$ cat config.mk
export PLATFORM = sky130hd
export DESIGN_NAME = wake_ctrl
export DESIGN_NICKNAME = d
export VERILOG_FILES = /design/src/design/wake_pkg.sv /design/src/design/pin_sync3.sv /design/src/design/wake_ctrl.sv
export SDC_FILE = /design/constraint.sdc
export NUM_CORES = 1
export LEC_CHECK = 0
export BUFFER_PORTS_ARGS = -buffer_cell sky130_fd_sc_hd__buf_2
export CORE_MARGIN = 1
export CORE_UTILIZATION = 53
export DETAILED_ROUTE_END_ITERATION = 10
export GPL_TIMING_DRIVEN = 0
export PLACE_DENSITY_LB_ADDON = 0.15
export SLEW_MARGIN = 20
export SYNTH_ARGS = -nofsm -noshare
export SYNTH_HDL_FRONTEND = slang
export SYNTH_SLANG_ARGS = --single-unit
$ cat constraint.sdc
create_clock -name CLK_I -period 5.7 [get_ports CLK_I]
set_clock_uncertainty 0.1 [all_clocks]
set_input_delay 0.285 -clock CLK_I [delete_from_list [all_inputs] [get_ports CLK_I]]
set_output_delay 0.285 -clock CLK_I [all_outputs]
set_load 0.02 [all_outputs]
$ cat src/design/wake_pkg.sv
// Purpose: shared constants and types for the power-down wake enable block
// Assumes: AHB-Lite word access, 32-bit data
// Notes: offsets are byte addresses
package wake_pkg;

  // ****************************************
  // register map
  // ****************************************
  localparam logic [31:0] WAKE_EN_ADDR = 32'hE01F_C144;
  localparam logic [31:0] PMODE_ADDR = 32'hE01F_C148;
  localparam logic [31:0] CAUSE_ADDR = 32'hE01F_C14C;

  // ****************************************
  // field layout and reset values
  // ****************************************
  localparam int PIN_IRQ_LSB = 0;
  localparam int PIN_IRQ_MSB = 3;
  localparam int LAN_BIT = 4;
  localparam int USB_BIT = 5;
  localparam int CAN_BIT = 6;
  localparam int GPIO_BIT = 7;
  localparam int BOD_BIT = 14;
  localparam int RTC_BIT = 15;
  localparam logic [15:0] WAKE_EN_MASK = 16'hC0FF;
  localparam logic [15:0] WAKE_EN_RESET = 16'h0000;
  localparam logic [15:0] CAUSE_RESET = 16'h0000;
  localparam logic [2:0] PMODE_RESET = 3'h0;
  localparam logic [2:0] PMODE_NORMAL = 3'h0;
  localparam logic [2:0] PMODE_POWER_DOWN = 3'h2;
  localparam logic [1:0] HTRANS_NONSEQ = 2'h2;
  localparam logic [31:0] RDATA_NONE = 32'h0000_0000;

  // ****************************************
  // types
  // ****************************************
  typedef enum logic [2:0] {
    ST_RUN = 3'b001,
    ST_PDOWN = 3'b010,
    ST_WAKE = 3'b100
  } pwr_state_t;

  typedef struct packed {
    logic [31:0] addr;
    logic write;
  } bus_cmd_t;

endpackage : wake_pkg

$ cat src/design/pin_sync3.sv
// Purpose: three-flop synchroniser with agreement filter for pin inputs
// Assumes: inputs asynchronous to CLK_I
// Notes: output follows once second and third stage agree
`timescale 1ns/1ps
module pin_sync3 #(
  parameter int WIDTH = 1
) (
  // clock and reset
  input wire logic clk_i,
  input wire logic rst_n_i,
  // data
  input wire logic [WIDTH-1:0] async_i,
  output logic [WIDTH-1:0] sync_o
);

  logic [WIDTH-1:0] s1_q;
  logic [WIDTH-1:0] s2_q;
  logic [WIDTH-1:0] s3_q;
  wire logic [WIDTH-1:0] agree = ~(s2_q ^ s3_q);
  wire logic [WIDTH-1:0] sync_d = (agree & s3_q) | (~agree & sync_o);

  always_ff @(posedge clk_i or negedge rst_n_i) begin
    if (!rst_n_i) begin
      s1_q <= '0;
      s2_q <= '0;
      s3_q <= '0;
      sync_o <= '0;
    end else begin
      s1_q <= async_i;
      s2_q <= s1_q;
      s3_q <= s2_q;
      sync_o <= sync_d;
    end
  end

endmodule : pin_sync3

$ cat src/design/wake_ctrl.sv
// Purpose: wake source enables and power-down exit request, AHB-Lite slave
// Assumes: 100 MHz CLK_I, active-low async reset, word accesses only
// Notes: request term is pure logic; output is registered
//
// How it works
// - pin bits 0-3 let pins wake
// - bit 4 lets LAN wake irq wake
// - bit 5: USB line change wakes
// - bit 6: CAN receive change wakes
// - bit 7: armed GPIO activity wakes
// - bit 14: brown-out irq wakes, no guarantees
// - bit 15: any RTC irq wakes
// - wake independent of interrupt controller enable
// - power-down is mode 010, clocks halted
`timescale 1ns/1ps
module wake_ctrl (
  // clock and reset
  input wire logic CLK_I,
  input wire logic RST_N_I,
  // ahb-lite slave
  input wire logic HSEL_I,
  input wire logic [31:0] HADDR_I,
  input wire logic [1:0] HTRANS_I,
  input wire logic HWRITE_I,
  input wire logic [2:0] HSIZE_I,
  input wire logic [31:0] HWDATA_I,
  input wire logic HREADY_I,
  output logic [31:0] HRDATA_O,
  output logic HREADYOUT_O,
  output logic HRESP_O,
  // external interrupt pins and their state
  input wire logic [3:0] EXTERNAL_IRQ_PIN_N_I,
  input wire logic [3:0] EXTERNAL_IRQ_PIN_FUNCTION_I,
  input wire logic [3:0] PIN_IRQ_PENDING_FLAGS_I,
  // other wake sources
  input wire logic LAN_WAKE_IRQ_I,
  input wire logic [1:0] USB_DATA_PIN_I,
  input wire logic [1:0] CAN_RX_PIN_I,
  input wire logic GPIO_WAKE_I,
  input wire logic BROWNOUT_IRQ_I,
  input wire logic RTC_IRQ_I,
  // power control
  output logic WAKE_REQ_O,
  output logic CLOCKS_RUN_O,
  output logic [2:0] POWER_MODE_O
);

  // ****************************************
  // reset release
  // ****************************************
  logic rst_s1_q;
  logic rst_n;

  always_ff @(posedge CLK_I or negedge RST_N_I) begin
    if (!RST_N_I) begin
      rst_s1_q <= 1'b0;
      rst_n <= 1'b0;
    end else begin
      rst_s1_q <= 1'b1;
      rst_n <= rst_s1_q;
    end
  end

  // ****************************************
  // pin synchronisers
  // ****************************************
  logic [3:0] pin_n_s;
  logic [1:0] usb_s;
  logic [1:0] can_s;
  logic bod_s;
  logic rtc_s;

  pin_sync3 #(.WIDTH(10)) u_sync (
    .clk_i(CLK_I),
    .rst_n_i(rst_n),
    .async_i({EXTERNAL_IRQ_PIN_N_I, USB_DATA_PIN_I, CAN_RX_PIN_I, BROWNOUT_IRQ_I, RTC_IRQ_I}),
    .sync_o({pin_n_s, usb_s, can_s, bod_s, rtc_s})
  );

  // ****************************************
  // bus address phase
  // ****************************************
  function automatic logic addr_hit(input logic [31:0] a, input logic [31:0] off);
    addr_hit = (a[31:2] == off[31:2]);
  endfunction : addr_hit

  wake_pkg::bus_cmd_t cmd_q;
  logic wr_pend_q;
  logic [15:0] wake_en_q;
  logic [15:0] wake_en_d;
  logic [2:0] pmode_q;
  logic [2:0] pmode_d;
  logic [15:0] cause_q;
  logic [15:0] cause_d;
  logic wake_req_q;
  logic clk_run_q;
  logic [31:0] rdata_q;
  logic [31:0] rdata_d;
  logic [1:0] usb_prev_q;
  logic [1:0] can_prev_q;
  wake_pkg::pwr_state_t st_q;
  wake_pkg::pwr_state_t st_d;

  wire logic addr_valid = HSEL_I && HREADY_I && HTRANS_I[1];
  wire logic rd_take = addr_valid && !HWRITE_I;
  wire logic wr_take = addr_valid && HWRITE_I;

  // ****************************************
  // write decode in data phase
  // ****************************************
  wire logic wr_en_reg = wr_pend_q && addr_hit(cmd_q.addr, wake_pkg::WAKE_EN_ADDR);
  wire logic wr_pmode = wr_pend_q && addr_hit(cmd_q.addr, wake_pkg::PMODE_ADDR);
  wire logic wr_cause = wr_pend_q && addr_hit(cmd_q.addr, wake_pkg::CAUSE_ADDR);

  // ****************************************
  // wake conditions
  // ****************************************
  logic [15:0] cond;
  always_comb begin
    cond = 16'h0000;
    // asserted low pin, function selected, no flag pending
    cond[wake_pkg::PIN_IRQ_MSB:wake_pkg::PIN_IRQ_LSB] =
      ~pin_n_s & EXTERNAL_IRQ_PIN_FUNCTION_I & ~PIN_IRQ_PENDING_FLAGS_I;
    cond[wake_pkg::LAN_BIT] = LAN_WAKE_IRQ_I;
    cond[wake_pkg::USB_BIT] = |(usb_s ^ usb_prev_q);
    cond[wake_pkg::CAN_BIT] = |(can_s ^ can_prev_q);
    cond[wake_pkg::GPIO_BIT] = GPIO_WAKE_I;
    cond[wake_pkg::BOD_BIT] = bod_s;
    cond[wake_pkg::RTC_BIT] = rtc_s;
  end

  // no interrupt controller enable in this path
  wire logic [15:0] hits = cond & wake_en_q;
  wire logic wake_any = |hits;
  wire logic in_pd = (st_q == wake_pkg::ST_PDOWN);
  wire logic wake_fire = in_pd && wake_any;

  // ****************************************
  // power state machine
  // ****************************************
  always_comb begin
    st_d = st_q;
    case (st_q)
      wake_pkg::ST_RUN: begin
        if (wr_pmode && HWDATA_I[2:0] == wake_pkg::PMODE_POWER_DOWN) begin
          st_d = wake_pkg::ST_PDOWN;
        end
      end
      wake_pkg::ST_PDOWN: begin
        if (wake_any) begin
          st_d = wake_pkg::ST_WAKE;
        end
      end
      wake_pkg::ST_WAKE: begin
        st_d = wake_pkg::ST_RUN;
      end
      default: begin
        st_d = wake_pkg::ST_RUN;
      end
    endcase
  end

  // ****************************************
  // register next values
  // ****************************************
  // reserved bits 13:8 never stored
  assign wake_en_d = wr_en_reg ? (HWDATA_I[15:0] & wake_pkg::WAKE_EN_MASK) : wake_en_q;

  // wake clears the mode and wins over a write
  assign pmode_d = wake_fire ? wake_pkg::PMODE_NORMAL :
                   wr_pmode ? HWDATA_I[2:0] : pmode_q;

  // cause is sticky, write one to clear, set wins
  assign cause_d = ((wr_cause ? (cause_q & ~HWDATA_I[15:0]) : cause_q) | (wake_fire ? hits : 16'h0000));

  // read path forwards the data-phase write
  assign rdata_d = !rd_take ? wake_pkg::RDATA_NONE :
                   addr_hit(HADDR_I, wake_pkg::WAKE_EN_ADDR) ? {16'h0000, wake_en_d} :
                   addr_hit(HADDR_I, wake_pkg::PMODE_ADDR) ? {29'h0000_0000, pmode_d} :
                   addr_hit(HADDR_I, wake_pkg::CAUSE_ADDR) ? {16'h0000, cause_d} :
                   wake_pkg::RDATA_NONE;

  // ****************************************
  // bus state
  // ****************************************
  always_ff @(posedge CLK_I or negedge rst_n) begin
    if (!rst_n) begin
      cmd_q <= '0;
      wr_pend_q <= 1'b0;
      rdata_q <= wake_pkg::RDATA_NONE;
    end else begin
      if (HREADY_I) begin
        cmd_q <= '{addr: HADDR_I, write: HWRITE_I};
        wr_pend_q <= wr_take;
      end
      rdata_q <= rdata_d;
    end
  end

  // ****************************************
  // control registers
  // ****************************************
  always_ff @(posedge CLK_I or negedge rst_n) begin
    if (!rst_n) begin
      wake_en_q <= wake_pkg::WAKE_EN_RESET;
      pmode_q <= wake_pkg::PMODE_RESET;
      cause_q <= wake_pkg::CAUSE_RESET;
      st_q <= wake_pkg::ST_RUN;
    end else begin
      wake_en_q <= wake_en_d;
      pmode_q <= pmode_d;
      cause_q <= cause_d;
      st_q <= st_d;
    end
  end

  // ****************************************
  // activity history and outputs
  // ****************************************
  always_ff @(posedge CLK_I or negedge rst_n) begin
    if (!rst_n) begin
      usb_prev_q <= 2'h0;
      can_prev_q <= 2'h0;
      wake_req_q <= 1'b0;
      clk_run_q <= 1'b1;
    end else begin
      usb_prev_q <= usb_s;
      can_prev_q <= can_s;
      wake_req_q <= wake_fire;
      clk_run_q <= (st_d != wake_pkg::ST_PDOWN);
    end
  end

  assign HRDATA_O = rdata_q;
  // second reset flop only, first stage stays private
  assign HREADYOUT_O = rst_n;
  assign HRESP_O = 1'b0;
  assign WAKE_REQ_O = wake_req_q;
  assign CLOCKS_RUN_O = clk_run_q;
  assign POWER_MODE_O = pmode_q;

  // ****************************************
  // checks
  // ****************************************
  property p_pin_wake;
    @(posedge CLK_I) disable iff (!rst_n)
    (in_pd && |(cond[3:0] & wake_en_q[3:0])) |=> (WAKE_REQ_O && CLOCKS_RUN_O ##1 !WAKE_REQ_O && CLOCKS_RUN_O);
  endproperty
  a_pin_wake: assert property (p_pin_wake) else $error("enabled pin did not wake");

  property p_lan_wake;
    @(posedge CLK_I) disable iff (!rst_n)
    (in_pd && LAN_WAKE_IRQ_I && wake_en_q[4]) |=> (WAKE_REQ_O && POWER_MODE_O == 3'h0);
  endproperty
  a_lan_wake: assert property (p_lan_wake) else $error("lan wake missed");

  property p_usb_wake;
    @(posedge CLK_I) disable iff (!rst_n)
    (in_pd && wake_en_q[5] && usb_s != $past(usb_s)) |=> WAKE_REQ_O;
  endproperty
  a_usb_wake: assert property (p_usb_wake) else $error("usb activity did not wake");

  property p_can_wake;
    @(posedge CLK_I) disable iff (!rst_n)
    (in_pd && wake_en_q[6] && can_s != $past(can_s)) |=> (WAKE_REQ_O ##1 !WAKE_REQ_O);
  endproperty
  a_can_wake: assert property (p_can_wake) else $error("can activity did not wake");

  property p_gpio_wake;
    @(posedge CLK_I) disable iff (!rst_n)
    (in_pd && GPIO_WAKE_I && wake_en_q[7]) |=> cause_q[7];
  endproperty
  a_gpio_wake: assert property (p_gpio_wake) else $error("gpio wake cause not recorded");

  property p_bod_wake;
    @(posedge CLK_I) disable iff (!rst_n)
    (in_pd && bod_s && wake_en_q[14]) |=> WAKE_REQ_O;
  endproperty
  a_bod_wake: assert property (p_bod_wake) else $error("brown-out wake missed");

  property p_rtc_wake;
    @(posedge CLK_I) disable iff (!rst_n)
    (in_pd && rtc_s && wake_en_q[15]) |=> (WAKE_REQ_O && cause_q[15]);
  endproperty
  a_rtc_wake: assert property (p_rtc_wake) else $error("rtc wake missed");

  property p_no_stray_wake;
    @(posedge CLK_I) disable iff (!rst_n)
    WAKE_REQ_O |-> ($past(in_pd) && $past(wake_any));
  endproperty
  a_no_stray_wake: assert property (p_no_stray_wake) else $error("wake without enabled source");

  property p_pd_mode;
    @(posedge CLK_I) disable iff (!rst_n)
    (in_pd && !wake_any) |=> (!CLOCKS_RUN_O && POWER_MODE_O == 3'h2);
  endproperty
  a_pd_mode: assert property (p_pd_mode) else $error("power-down not held");

  property p_reset_clear;
    @(posedge CLK_I) disable iff (!rst_n)
    $rose(rst_n) |-> (wake_en_q == 16'h0000 && !WAKE_REQ_O);
  endproperty
  a_reset_clear: assert property (p_reset_clear) else $error("enables not clear after reset");

  property p_reserved_zero;
    @(posedge CLK_I) disable iff (!rst_n)
    wr_en_reg |=> (wake_en_q[13:8] == 6'h00);
  endproperty
  a_reserved_zero: assert property (p_reserved_zero) else $error("reserved enable bits stored");

endmodule : wake_ctrl

---- Word-level counts from Yosys, hierarchy flattened ----
Index checks and enable logic that the tools add are counted.
Widths: inputs -> output; s select.
operators by class
  add/sub/neg operators ................... 0
  multipliers ............................. 0
  divide/modulo/power cells ............... 0
  magnitude comparators ................... 0
  equal/unequal tests ..................... 10
  shifts and indexed selects .............. 0
  muxes and demuxes ....................... 12
  bitwise gates (word level) .............. 16
  reduce and logical (&&, ||, !) cells .... 13
operators with widths
  operator              count
  $eq 30x30->1 const B  6
  $mux 16               7
  $and 16x16->16        2
  $and 10x10->10        2
  $not 10->10           2
  $not 16->16           1
  $or 16x16->16         1
  $reduce_or 16->1      1
  $mux 3                4
  $or 10x10->10         1
  $xor 10x10->10        1
  $logic_and 1x1->1     9
  $and 4x4->4           2
  $not 4->4             2
  $eq 3x2->1 const B    2
  $pmux 3 s2            1
  $reduce_or 2->1       2
  $xor 2x2->2           2
  $eq 3x1->1 const B    1
  $ne 3x2->1 const B    1
  $logic_not 1->1       1
word-level totals
  flip-flop bits (word level) ............. 135
  latch bits .............................. 0
  bits in writable memories ............... 0
  bits in read-only memories .............. 0
  bits of input ports ..................... 94
  output and inout bits ................... 39
  word-level logic and storage cells ...... 68
  memories ................................ 0

---- Logic depth before layout (Yosys ltp) ----
Gate-level depths: netlist (run 1).
  depth after elaboration ................. 12
  depth in mapped cells ................... 7
  gate-level depth less buffers ........... 5

---- Hierarchy ----
From an unflattened synthesis (run 1), not the netlist that was laid out.
unflattened totals
  cells, all modules ...................... 399
  area, all modules ....................... 5382.7 µm²
by module, submodules not included
  module     instances  cells an instance  area each (µm²)  seq. area each (µm²)
  wake_ctrl  1          349                4269.1           2329.7
  pin_sync3  1          50                 1113.6           1001.0

---- Worst setup path before layout (run 1) ----
No wires, ideal clock.
  kind .................................... reg-to-output
  start ................................... reg rst_n, in the netlist HREADYOUT_O
  end ..................................... out HREADYOUT_O
  arrival time ............................ 3.237 ns
  data required time ...................... 5.315 ns
  slack ................................... 2.078 ns
  cell stages (with the launch flop) ...... 1
  path buffers ............................ 0
  path through ............................ dfrtp_1
RTL lines
  what                    RTL line         RTL
  from (decl)             wake_ctrl.sv:52  logic rst_n;
  from (signal assigned)  wake_ctrl.sv:60  rst_n <= rst_s1_q;
  to (decl)               wake_ctrl.sv:29  output logic HREADYOUT_O,
No word-level cell between the ends.

---- Final worst setup path (run 1) ----
  start ................................... in HADDR_I[21]
  end ..................................... reg rdata_q[7], in the netlist HRDATA_O[7]
on the way
  longest elaborated chain between the ends .. 5
  elaborated cells between the ends (all ways) .. 7
  classes of those cells .................. eq/ne: 3; mux: 4
ends and longest elaborated chain
  what                  RTL line          RTL
  from (decl)           wake_ctrl.sv:22   input wire logic [31:0] HADDR_I,
  $eq 30x30->1          wake_ctrl.sv:84   addr_hit = (a[31:2] == off[31:2]);
  $mux 16               wake_ctrl.sv:180  addr_hit(HADDR_I, wake_pkg::CAUSE_ADDR) ? {16'h0000, cause_d} :
  $mux 16               wake_ctrl.sv:179  addr_hit(HADDR_I, wake_pkg::PMODE_ADDR) ? {29'h0000_0000, pmode_d} :
  $mux 16 (*)           wake_ctrl.sv:178  addr_hit(HADDR_I, wake_pkg::WAKE_EN_ADDR) ? {16'h0000, wake_en_d} :
  $mux 16 (*)           wake_ctrl.sv:177  assign rdata_d = !rd_take ? wake_pkg::RDATA_NONE :
  via rdata_d[7]        wake_ctrl.sv:98   logic [31:0] rdata_d;
  to (signal assigned)  wake_ctrl.sv:190  rdata_q <= wake_pkg::RDATA_NONE;
  to (signal assigned)  wake_ctrl.sv:196  rdata_q <= rdata_d;
  to (decl)             wake_ctrl.sv:97   logic [31:0] rdata_q;
The timed path passes the listed nets; every way through them passes the cells marked *.
A chain may end at the register's enable or synchronous reset.

==> load_flow_metrics.sql, run 1 <==
INSERT INTO impl_metrics (metric_group, metric, value, unit) VALUES
('place', 'placed_wire_length_estimate', '7.36', 'mm'),
('worst_setup_path', 'critPathCapture', 'HRDATA_O[7]$_DFF_PN0_', ''),
('timing', 'worst_slew_margin_rel', '40.9', '%'),
('logic_synthesis', 'synth_xor_xnor_area_share', '0.670', '%'),
('final_layout', 'area.growth.synth_to_final', '37.1', '%'),
('logic_synthesis', 'synth-edff-count', '0', ''),
('worst_setup_path', 'worstSetupPathDepth', '8', ''),
('timing', 'fmax', '338', 'MHz'),
('drt', 'detailedRoute.firstIterationViolations', '166', ''),
('final_layout', 'fin_nets', '662', ''),
('drt', 'route.met2.wl', '5.22', 'mm'),
('drt', 'vias_per_cell', '5.21', ''),
('drt', 'routed-wl-met3', '532', 'um'),
('worst_setup_path', 'critical_path.startpoint', 'HADDR_I[21]', ''),
('logic_synthesis', 'ys_warn_count', '0', ''),
('cts', 'clock_path_buffers', '2', ''),
('worst_setup_path', 'cp_num_buf_inv', '3', ''),
('logic_synthesis', 'synth_area', '5230', 'um2'),
('worst_setup_path', 'rr_endpoint', 'HRDATA_O[15]$_DFF_PN0_', ''),
('logic_synthesis', 'ff_latch_count_synth', '133', ''),
('worst_setup_path', 'criticalPathCategory', 'in2reg', ''),
('drt', 'wirelength', '11.0', 'mm'),
('timing', 'finalHoldViolCount', '0', ''),
('worst_setup_path', 'worst_reg_to_reg_cells', '6', ''),
('final_layout', 'diode_insertion_count_for_antenna_repair', '0', ''),
('hold_path', 'hold_class', 'in2reg', ''),
('logic_synthesis', 'synth-async-reset-ratio', '100', '%'),
('cts', 'numCtsBuffers', '17', ''),
('worst_setup_path', 'critical_path.slowest_cell', 'nor4_2', ''),
('drt', 'via_count', '3697', ''),
('outcome', 'status', 'completed', ''),
('timing', 'post-route-min-period', '2.96', 'ns'),
('drt', 'final_antenna_net_count', '0', ''),
('die', 'io_pins', '133', ''),
('drt', 'met1Wirelength', '5.07', 'mm'),
('worst_setup_path', 'startpoint_type', 'input pin', ''),
('place', 'place.port_buffers', '92', ''),
('global_routing', 'grt_pass1_wl', '18.1', 'mm'),
('final_layout', 'drive_above_1_share', '34.1', '%'),
('place', 'final_weighted_congestion_in_routability_driven_placement', '0.862', ''),
('worst_setup_path', 'critical-path-top-cell-by-count', 'buf_2', ''),
('place', 'dp_cells', '618', ''),
('cts', 'clkSinkCount', '133', ''),
('logic_synthesis', 'synth_compound_gate_area_share', '9.45', '%'),
('global_routing', 'globalRoute.totalOverflow', '0', ''),
('global_routing', 'grt.total_usage', '23.5', '%'),
('logic_synthesis', 'postSynthCellCount', '379', ''),
('global_routing', 'grt_antenna_before_repair', '0', ''),
('timing', 'grt_setup_unrepaired', 'no', ''),
('final_layout', 'instances_no_fill', '710', ''),
('logic_synthesis', 'avgSynthCellArea', '13.8', 'um2'),
('timing', 'timing.setup.tns', '0', 'ns'),
('job', 'max_cap_violations', '0', ''),
('drt', 'drt_pre_antenna_iters', '4', ''),
('drt', 'highest_layer', 'met4', ''),
('worst_setup_path', 'regToRegSetupSlack', '3.04', 'ns'),
('cts', 'cts_post_setup_buffers_inserted', '0', ''),
('final_layout', 'n_fill_cell', '575', ''),
('die', 'width_of_the_chip', '101', 'um'),
('global_routing', 'grt_start_max_net_pins', '49', ''),
('logic_synthesis', 'synth_cell_types', '52', ''),
('logic_synthesis', 'seq_area_frac_synth', '63.7', '%'),
('die', 'row_count', '35', ''),
('logic_synthesis', 'synth_top_family_by_area', 'simple AND/OR/NAND/NOR gates', ''),
('cts', 'insertion_delay', '0.51', 'ns'),
('cts', 'ctsRootBufferMaster', 'clkbuf_8', ''),
('die', 'dieHeight', '101', 'um'),
('cts', 'clock_transition_at_the_registers_of_the_reported_paths', '0.06', 'ns'),
('timing', 'setup_viol', '0', ''),
('worst_setup_path', 'worst_path_max_stage_delay', '0.82', 'ns'),
('power_and_ir_drop', 'cellLeakagePower', '0.00341', 'uW');
## placed cells by master, fill, tap and decap left out, types with 4 or more instances in the layout
cell	synthesis	routed
a31oi_1	4	4
o21ai_0	7	7
dlygate4sd3_1	0	60
a31o_2	5	5
mux2_2	30	30
or2_2	4	4
and2_1	4	4
conb_1	2	18
nand3_1	8	8
inv_1	16	16
nand4_1	12	12
nand2_1	4	4
a32o_1	4	4
nor4bb_1	7	7
nor2b_1	10	10
inv_6	0	4
xor2_1	4	4
a22o_1	14	14
maj3_1	10	10
buf_4	19	19
buf_2	5	97
clkbuf_16	0	16
nor2_1	7	7
clkbuf_1	7	8
dfrtp_1	131	130
a21oi_1	5	5
a21boi_0	6	6
mux2_1	5	5
nor4_1	5	5
## through the flow
stage                     area [um2]  setup slack, ns  hold WS [ns]
after floorplan                 5290             1.46        -0.111
after detailed placement        5970             2.93       -0.0257
after global routing            7180             2.61        0.0246
final                           7180             2.74        0.0216
after CTS                       7180             2.89       0.00221
after global placement          5910            0.337       -0.0299
## cell families (layout without fill, tap and decap cells)
| family | after synthesis | after routing |
|---|---|---|
| and+or+nand+nor | 84 | 84 |
| buffers and inverters | 48 | 234 |
| xor gates and xnor gates | 4 | 4 |
| adders and majority gates | 10 | 10 |
| muxes | 35 | 35 |
| DFF | 133 | 133 |
| other | 2 | 18 |
| AOI/OAI and AO/OA | 63 | 63 |
## power by group
group	internal (uW)	total (uW)	leakage, uW	switching [uW]
clock	683	1090	0.000286	404
combinational	91.8	162	0.00150	70.4
sequential	988	1020	0.00163	28.3
total	1760	2270	0.00341	503
## what timing repair did
item                                    CTS  global route
endpoints found under the hold margin    59             0
endpoints found under the setup margin    0             0
hold buffers                             60             0
## worst min-delay path, stage by stage
cell     delay [ns]
buf_2          0.13
nand4_1        0.09
o21ai_1        0.07
## synthesized netlist by cell type (3+ instances only)
cell,count,share of area [%]
a211o_1,3,0.50
a21boi_0,6,0.86
a21oi_1,5,0.48
a22o_1,14,2.3
a31o_2,5,0.84
a31oi_1,4,0.48
a32o_1,4,0.77
and2_1,4,0.48
buf_2,5,0.48
buf_4,19,2.7
clkbuf_1,7,0.50
dfrtp_1,131,63
inv_1,16,1.1
maj3_1,10,1.9
mux2_1,5,1.1
mux2_2,30,6.5
nand2_1,4,0.29
nand3_1,8,0.77
nand4_1,12,1.4
nand4b_1,3,0.50
nor2_1,7,0.50
nor2b_1,10,1.2
nor4_1,5,0.60
nor4bb_1,7,1.3
o211a_1,3,0.57
o21ai_0,7,0.67
o21ai_1,3,0.29
or2_2,4,0.48
xor2_1,4,0.67
## sequential cells by signal, summed over array words and instances (netlist names), 2 cells and up, named ones only
signal and flops:
HRDATA_O 16, POWER_MODE_O 3, can_prev_q 2, cause_q 16, cmd_q 30, st_q 3
u_sync.s1_q 10, u_sync.s2_q 10, u_sync.s3_q 10, usb_prev_q 2, wake_en_q 16
## worst min path at each step
stage / startpoint / end / slack (ns)
2_1_floorplan: RST_N_I / HREADYOUT_O$_DFF_PN0_ / -0.11
3_3_place_gp: RST_N_I / rst_s1_q$_DFF_PN0_ / -0.03
6_report: HWDATA_I[2] / wake_en_q[2]$_DFF_PN0_ / 0.02
3_5_place_dp: RST_N_I / rst_s1_q$_DFF_PN0_ / -0.03
5_1_grt: HWDATA_I[2] / POWER_MODE_O[2]$_DFF_PN0_ / 0.02
4_1_cts: HWDATA_I[2] / wake_en_q[2]$_DFF_PN0_ / 0.002
## cell type report
| type | instances | area, um2 | area share, % |
|---|---|---|---|
| Buffer | 32 | 205 | 2.86 |
| Clock buffer | 19 | 432 | 6.02 |
| Clock inverter | 13 | 170 | 2.37 |
| Inverter | 16 | 60.1 | 0.837 |
| Multi-Input combinational cell | 214 | 1700 | 23.6 |
| Sequential cell | 133 | 3330 | 46.5 |
| Tap cell | 129 | 161 | 2.25 |
| Timing Repair Buffer | 154 | 1120 | 15.6 |
## routing by layer
| layer | GRT usage, % | vias to the layer above |
|---|---|---|
| li1 | - | 1735 |
| met5 | 0 | - |
| met4 | 9.14 | 0 |
| met2 | 37.3 | 113 |
| met3 | 5.38 | 14 |
| met1 | 31.8 | 1835 |
No activity file was read; power rests on OpenSTA's default activity.
==> run 2, diff against run 1 <==
Clock period 5.7 ns to 2.75 ns, I/O delays scaled along.
==> load_flow_metrics.sql, run 2 (same netlist as run 1, synthesis figures left out) <==
INSERT INTO impl_metrics (metric_group, metric, value, unit) VALUES
('outcome', 'status', 'completed', ''),
('drt', 'detailedRoute.firstIterationViolations', '159', ''),
('cts', 'clock_transition_at_the_registers_of_the_reported_paths', '0.06', 'ns'),
('worst_setup_path', 'cp-end-kind', 'flip-flop', ''),
('cts', 'clock_path_buffers', '2', ''),
('drt', 'via_count', '3730', ''),
('final_layout', 'drive_above_1_share', '34.5', '%'),
('worst_setup_path', 'rr_endpoint', 'HRDATA_O[0]$_DFF_PN0_', ''),
('global_routing', 'grt_antenna_before_repair', '0', ''),
('place', 'place.port_buffers', '92', ''),
('global_routing', 'grt_pass1_wl', '18.3', 'mm'),
('global_routing', 'grt.total_usage', '24.2', '%'),
('worst_setup_path', 'path_cells', 'a22o_1 > a221oi_1 > a41oi_1 > clkbuf_1 > a211o_1 > a311oi_1', ''),
('drt', 'vias_per_cell', '5.19', ''),
('timing', 'worst_slew_margin_rel', '58.2', '%'),
('final_layout', 'instances_no_fill', '718', ''),
('worst_setup_path', 'timing.critical_path.fanout_max', '10', ''),
('final_layout', 'layout_common_cells', '130 x dfrtp_1, 97 x buf_2, 66 x dlygate4sd3_1', ''),
('die', 'io_pins', '133', ''),
('timing', 'final.hold.worst_slack', '0.0496', 'ns'),
('final_layout', 'diode_insertion_count_for_antenna_repair', '0', ''),
('die', 'row_count', '35', ''),
('timing', 'timing_max_transition_violations_final', '0', ''),
('cts', 'cts.htree.levels', '4', ''),
('place', 'dp_cells', '618', ''),
('die', 'width_of_the_chip', '101', 'um'),
('drt', 'final_antenna_net_count', '0', ''),
('global_routing', 'grt_pass1_vias', '3721', ''),
('hold_path', 'hold_class', 'in2reg', ''),
('final_layout', 'largest_reg_flops', '30', ''),
('timing', 'grt_setup_unrepaired', 'no', ''),
('worst_setup_path', 'critical_path.slowest_cell', 'a221oi_1', ''),
('worst_setup_path', 'criticalPathCategory', 'reg2reg', ''),
('timing', 'tightest_slew', '0.628', 'ns'),
('die', 'floorplan.die_area', '10300', 'um2'),
('worst_setup_path', 'startpoint_type', 'flip-flop', ''),
('worst_setup_path', 'worst_reg_to_reg_cells', '6', ''),
('final_layout', 'final_common_cell', 'dfrtp_1', ''),
('drt', 'drt_pre_antenna_iters', '4', ''),
('worst_setup_path', 'worst_path_max_stage_delay', '0.45', 'ns'),
('worst_setup_path', 'regToRegSetupSlack', '0.18', 'ns'),
('timing', 'finalHoldViolCount', '0', ''),
('die', 'core', '9420', 'um2'),
('final_layout', 'area.growth.synth_to_final', '38.0', '%'),
('drt', 'drc', '0', ''),
('cts', 'clkSinkCount', '133', ''),
('worst_setup_path', 'cp_num_buf_inv', '1', ''),
('drt', 'drt-wirelength-per-cell', '15.8', 'um'),
('worst_setup_path', 'worst-endpoint-required', '3.06', 'ns'),
('worst_setup_path', 'path_delay_family', 'compound AO/OA/AOI/OAI gates', ''),
('job', 'max_cap_violations', '0', ''),
('power_and_ir_drop', 'cellLeakagePower', '0.00342', 'uW'),
('timing', 'post-route-min-period', '2.57', 'ns'),
('die', 'initial_utilization', '55.6', '%'),
('worst_setup_path', 'worst-endpoint-arrival', '2.88', 'ns'),
('drt', 'wirelength', '11.4', 'mm'),
('place', 'placed_wire_length_estimate', '7.40', 'mm'),
('cts', 'insertion_delay', '0.52', 'ns'),
('timing', 'setup_viol', '0', ''),
('global_routing', 'grt_start_max_net_pins', '53', ''),
('final_layout', 'max_flop_register', 'cmd_q', ''),
('timing', 'fmax', '388', 'MHz'),
('worst_setup_path', 'critPathCapture', 'HRDATA_O[0]$_DFF_PN0_', ''),
('cts', 'cts_tree', 'yes', ''),
('global_routing', 'globalRoute.totalOverflow', '0', ''),
('cts', 'ctsRootBufferMaster', 'clkbuf_8', ''),
('timing', 'layout_worst_path_cycle_share', '93.6', '%'),
('cts', 'numCtsBuffers', '17', ''),
('power_and_ir_drop', 'power.density', '623', 'nW/um2'),
('final_layout', 'fin_nets', '670', ''),
('power_and_ir_drop', 'vdd_ir_drop_max', '0.000589', 'V'),
('worst_setup_path', 'worstSetupPathDepth', '6', ''),
('place', 'final_weighted_congestion_in_routability_driven_placement', '0.853', ''),
('die', 'dieHeight', '101', 'um');
run 2: changes by cell type in the layout (fill, tap and decap cells not counted):
cell and change:
dlygate4sd3_1 +6, clkbuf_8 +2, clkinvlp_4 +2, nor4_4 +1, bufinv_16 -3, nor4_1 -1, nor4bb_2 +1, nor4bb_1 -1
buf_4 +2, clkbuf_1 -1
run 2: cell type report:
class | instances | area [um2]
flip-flops and latches | 133 | 3330
fillers | 614 | 2190
multi-input cells | 214 | 1720
repair buffers | 162 | 1190
clock buffers | 20 | 455
plain buffers | 32 | 205
well taps | 129 | 161
clock inverters | 12 | 95.1
inverters | 16 | 60.1
run 2: stage by stage:
step                setup TNS, ns  util (%)  area [um2]  setup slack (ns)  total power (uW)
floorplan                       0         -        5290             0.350              2290
global placement           -30.62      62.8        5920            -0.279              2390
detailed placement              0      63.4        5970            0.0764              2410
CTS                             0      76.3        7180            0.0533              4540
global route                    0      76.7        7220            0.0122              4660
finish                          0      76.7        7220             0.176              4500
run 2: per-layer routing:
metal  vias to the layer above  global-route usage (%)  share of wire (%)
met2                       114                    39.5                 51
li1                       1757                       -                  -
met1                      1848                    31.8                 44
met4                         0                    9.70                1.0
met5                         -                       0                  0
met3                        11                    5.04                4.8
run 2: worst min-delay path by stage:
stage,cells after the start,startpoint,slack [ns],to
global route,3,HWRITE_I,0.05,HRDATA_O[2]$_DFF_PN0_
detailed placement,1,RST_N_I,-0.17,rst_s1_q$_DFF_PN0_
CTS,3,HWRITE_I,0.03,HRDATA_O[2]$_DFF_PN0_
finish,3,HWRITE_I,0.05,HRDATA_O[2]$_DFF_PN0_
global placement,1,RST_N_I,-0.18,rst_s1_q$_DFF_PN0_
floorplan,0,RST_N_I,-0.26,HREADYOUT_O$_DFF_PN0_
run 2: repair_timing:
action	in CTS	in global routing
resized for setup	0	3
hold buffers	66	0
setup buffers	0	2
hold endpoints to repair	92	0
endpoints found under the setup margin	0	14
run 2: report_power, final:
part	switching [uW]	internal [uW]	total [uW]
combinational	151	198	349
sequential	58.2	2050	2110
clock	854	1190	2040
total	1060	3440	4500
run 2: worst register-to-register path: stages, from the launching register on:
cell	delay [ns]
dfrtp_1	0.40
a22o_1	0.24
a221oi_1	0.45
a41oi_1	0.38
clkbuf_1	0.34
a211o_1	0.31
a311oi_1	0.25
==> run 3, diff against run 2 <==
Settings changed: CORE_UTILIZATION 53 to 47, HOLD_SLACK_MARGIN set to 0.1.
Clock period 2.75 ns to 2.3 ns, I/O delays scaled along.
==> load_flow_metrics.sql, run 3 (same netlist as run 1, synthesis figures left out) <==
INSERT INTO impl_metrics (metric_group, metric, value, unit) VALUES
('outcome', 'status', 'finished, violations left', ''),
('outcome', 'violated_checks', 'negative setup slack', ''),
('die', 'dieHeight', '108', 'um'),
('final_layout', 'diode_insertion_count_for_antenna_repair', '0', ''),
('worst_setup_path', 'cp_num_buf_inv', '2', ''),
('timing', 'layout_worst_path_cycle_share', '104', '%'),
('global_routing', 'grt.total_usage', '22.1', '%'),
('timing', 'post-route-min-period', '2.39', 'ns'),
('timing', 'fmax', '418', 'MHz'),
('final_layout', 'final_common_cell', 'dfrtp_1', ''),
('drt', 'drt_pre_antenna_iters', '4', ''),
('global_routing', 'grt_pass1_vias', '3899', ''),
('die', 'core', '10800', 'um2'),
('drt', 'detailedRoute.firstIterationViolations', '154', ''),
('global_routing', 'globalRoute.totalOverflow', '0', ''),
('final_layout', 'final_util', '70.5', '%'),
('hold_path', 'hold_class', 'in2reg', ''),
('die', 'io_pins', '133', ''),
('final_layout', 'max_flop_register', 'cmd_q', ''),
('job', 'max_cap_violations', '0', ''),
('drt', 'drc', '0', ''),
('place', 'place.port_buffers', '92', ''),
('timing', 'final.hold.worst_slack', '0.0898', 'ns'),
('place', 'post_dp_cell_area', '6000', 'um2'),
('cts', 'clock_transition_at_the_registers_of_the_reported_paths', '0.06', 'ns'),
('worst_setup_path', 'path_cells', 'or4b_4 > nor4_4 > buf_4 > and3_1 > buf_6 > mux2_4 > a22o_1', ''),
('power_and_ir_drop', 'vdd_ir_drop_max', '0.000563', 'V'),
('final_layout', 'drive_above_1_share', '37.2', '%'),
('global_routing', 'grt_antenna_before_repair', '0', ''),
('power_and_ir_drop', 'report.power.total', '5800', 'uW'),
('worst_setup_path', 'startpoint_type', 'flip-flop', ''),
('final_layout', 'layout_common_cells', '130 x dfrtp_1, 94 x buf_2, 80 x dlygate4sd3_1', ''),
('die', 'floorplan.die_area', '11600', 'um2'),
('drt', 'final_antenna_net_count', '0', ''),
('timing', 'setup_viol', '11', ''),
('die', 'row_count', '38', ''),
('cts', 'insertion_delay', '0.53', 'ns'),
('timing', 'worst_slew_margin_rel', '58.7', '%'),
('global_routing', 'grt_pass1_wl', '19.0', 'mm'),
('final_layout', 'instances_no_fill', '753', ''),
('timing', 'finalHoldViolCount', '0', ''),
('timing', 'tightest_slew', '0.619', 'ns'),
('worst_setup_path', 'critical_path.slowest_cell', 'or4b_4', ''),
('die', 'initial_utilization', '48.3', '%'),
('worst_setup_path', 'path_delay_family', 'simple AND/OR/NAND/NOR gates', ''),
('drt', 'drt-wirelength-per-cell', '15.5', 'um'),
('drt', 'wirelength', '11.7', 'mm'),
('cts', 'clock_path_buffers', '2', ''),
('worst_setup_path', 'worst-endpoint-required', '2.62', 'ns'),
('worst_setup_path', 'worst_path_max_stage_delay', '0.55', 'ns'),
('timing', 'timing_max_transition_violations_final', '0', ''),
('worst_setup_path', 'timing.critical_path.fanout_max', '7', ''),
('worst_setup_path', 'cp-end-kind', 'flip-flop', ''),
('power_and_ir_drop', 'cellLeakagePower', '0.00359', 'uW'),
('drt', 'via_count', '3779', ''),
('place', 'dp_cells', '629', ''),
('cts', 'cts.htree.levels', '4', ''),
('global_routing', 'grt_start_max_net_pins', '58', ''),
('cts', 'ctsRootBufferMaster', 'clkbuf_8', ''),
('final_layout', 'fin_nets', '694', ''),
('final_layout', 'largest_reg_flops', '30', ''),
('final_layout', 'finish.instance_area', '7640', 'um2'),
('power_and_ir_drop', 'power.density', '759', 'nW/um2'),
('timing', 'fin_ws', '-0.0933', 'ns'),
('timing', 'grt_setup_unrepaired', 'yes', ''),
('worst_setup_path', 'worst-endpoint-arrival', '2.72', 'ns'),
('place', 'final_weighted_congestion_in_routability_driven_placement', '0.759', ''),
('worst_setup_path', 'criticalPathCategory', 'reg2reg', ''),
('cts', 'numCtsBuffers', '17', ''),
('cts', 'cts_tree', 'yes', ''),
('final_layout', 'area.growth.synth_to_final', '46.1', '%'),
('drt', 'vias_per_cell', '5.02', ''),
('die', 'width_of_the_chip', '108', 'um'),
('place', 'placed_wire_length_estimate', '7.58', 'mm'),
('cts', 'clkSinkCount', '133', '');
## run 3: path summary, 6_finish.rpt
check	startpoint	endpoint	cells after the start	slack, ns
setup / recovery	cmd_q[12]$_DFFE_PN0P_	HRDATA_O[15]$_DFF_PN0_	7	-0.09
min in group asynchronous	HREADYOUT_O$_DFF_PN0_	u_sync.s1_q[8]$_DFF_PN0_	0	0.14
hold / removal	HADDR_I[10]	HRDATA_O[0]$_DFF_PN0_	7	0.09
hold reg to reg	HREADYOUT_O$_DFF_PN0_	u_sync.s1_q[8]$_DFF_PN0_	0	0.14
max in group asynchronous	HREADYOUT_O$_DFF_PN0_	st_q[0]$_DFF_PN1_	1	1.36
setup reg to reg	cmd_q[12]$_DFFE_PN0P_	HRDATA_O[15]$_DFF_PN0_	7	-0.09
## run 3: layout make-up
type                            instances  area (um2)
Inverter                               16        60.1
Clock inverter                         14         209
Tap cell                              140         175
Clock buffer                           18         418
Sequential cell                       133        3330
Buffer                                 32         225
Timing Repair Buffer                  186        1410
Fill cell                             790        3200
Multi-Input combinational cell        214        1810
## run 3: stage by stage
stage	TNS [ns]	setup WS (ns)
3_3_place_gp	-5.79	-0.394
4_1_cts	-1.06	-0.111
2_1_floorplan	0	0.0103
5_1_grt	-2.29	-0.195
6_report	-0.643	-0.0933
3_5_place_dp	-6.10	-0.360
## run 3: power by group
part	switching (uW)	internal, uW
clock network	975	1860
logic	187	259
registers	68.2	2450
## run 3: repair_timing
action / CTS / global route
endpoints found under the hold margin: 92 / 0
hold buffers: 80 / 0
pin swaps: 12 / 7
endpoints found under the setup margin: 27 / 24
buffers inserted: 9 / 3
gates resized for setup: 15 / 11
## run 3: worst min-delay path, cell delays in order
cell and delay (ns):
buf_2 0.09, nor4b_1 0.06, nand3_1 0.07, buf_4 0.14
nor4_4 0.06, o21ai_0 0.07, a311oi_1 0.08
## run 3: per-layer routing
metal / global-route usage (%) / wire [um]
met1: 27.8 / 5180
met5: 0 / 0
met3: 6.30 / 562
met2: 35.6 / 5720
met4: 9.69 / 212
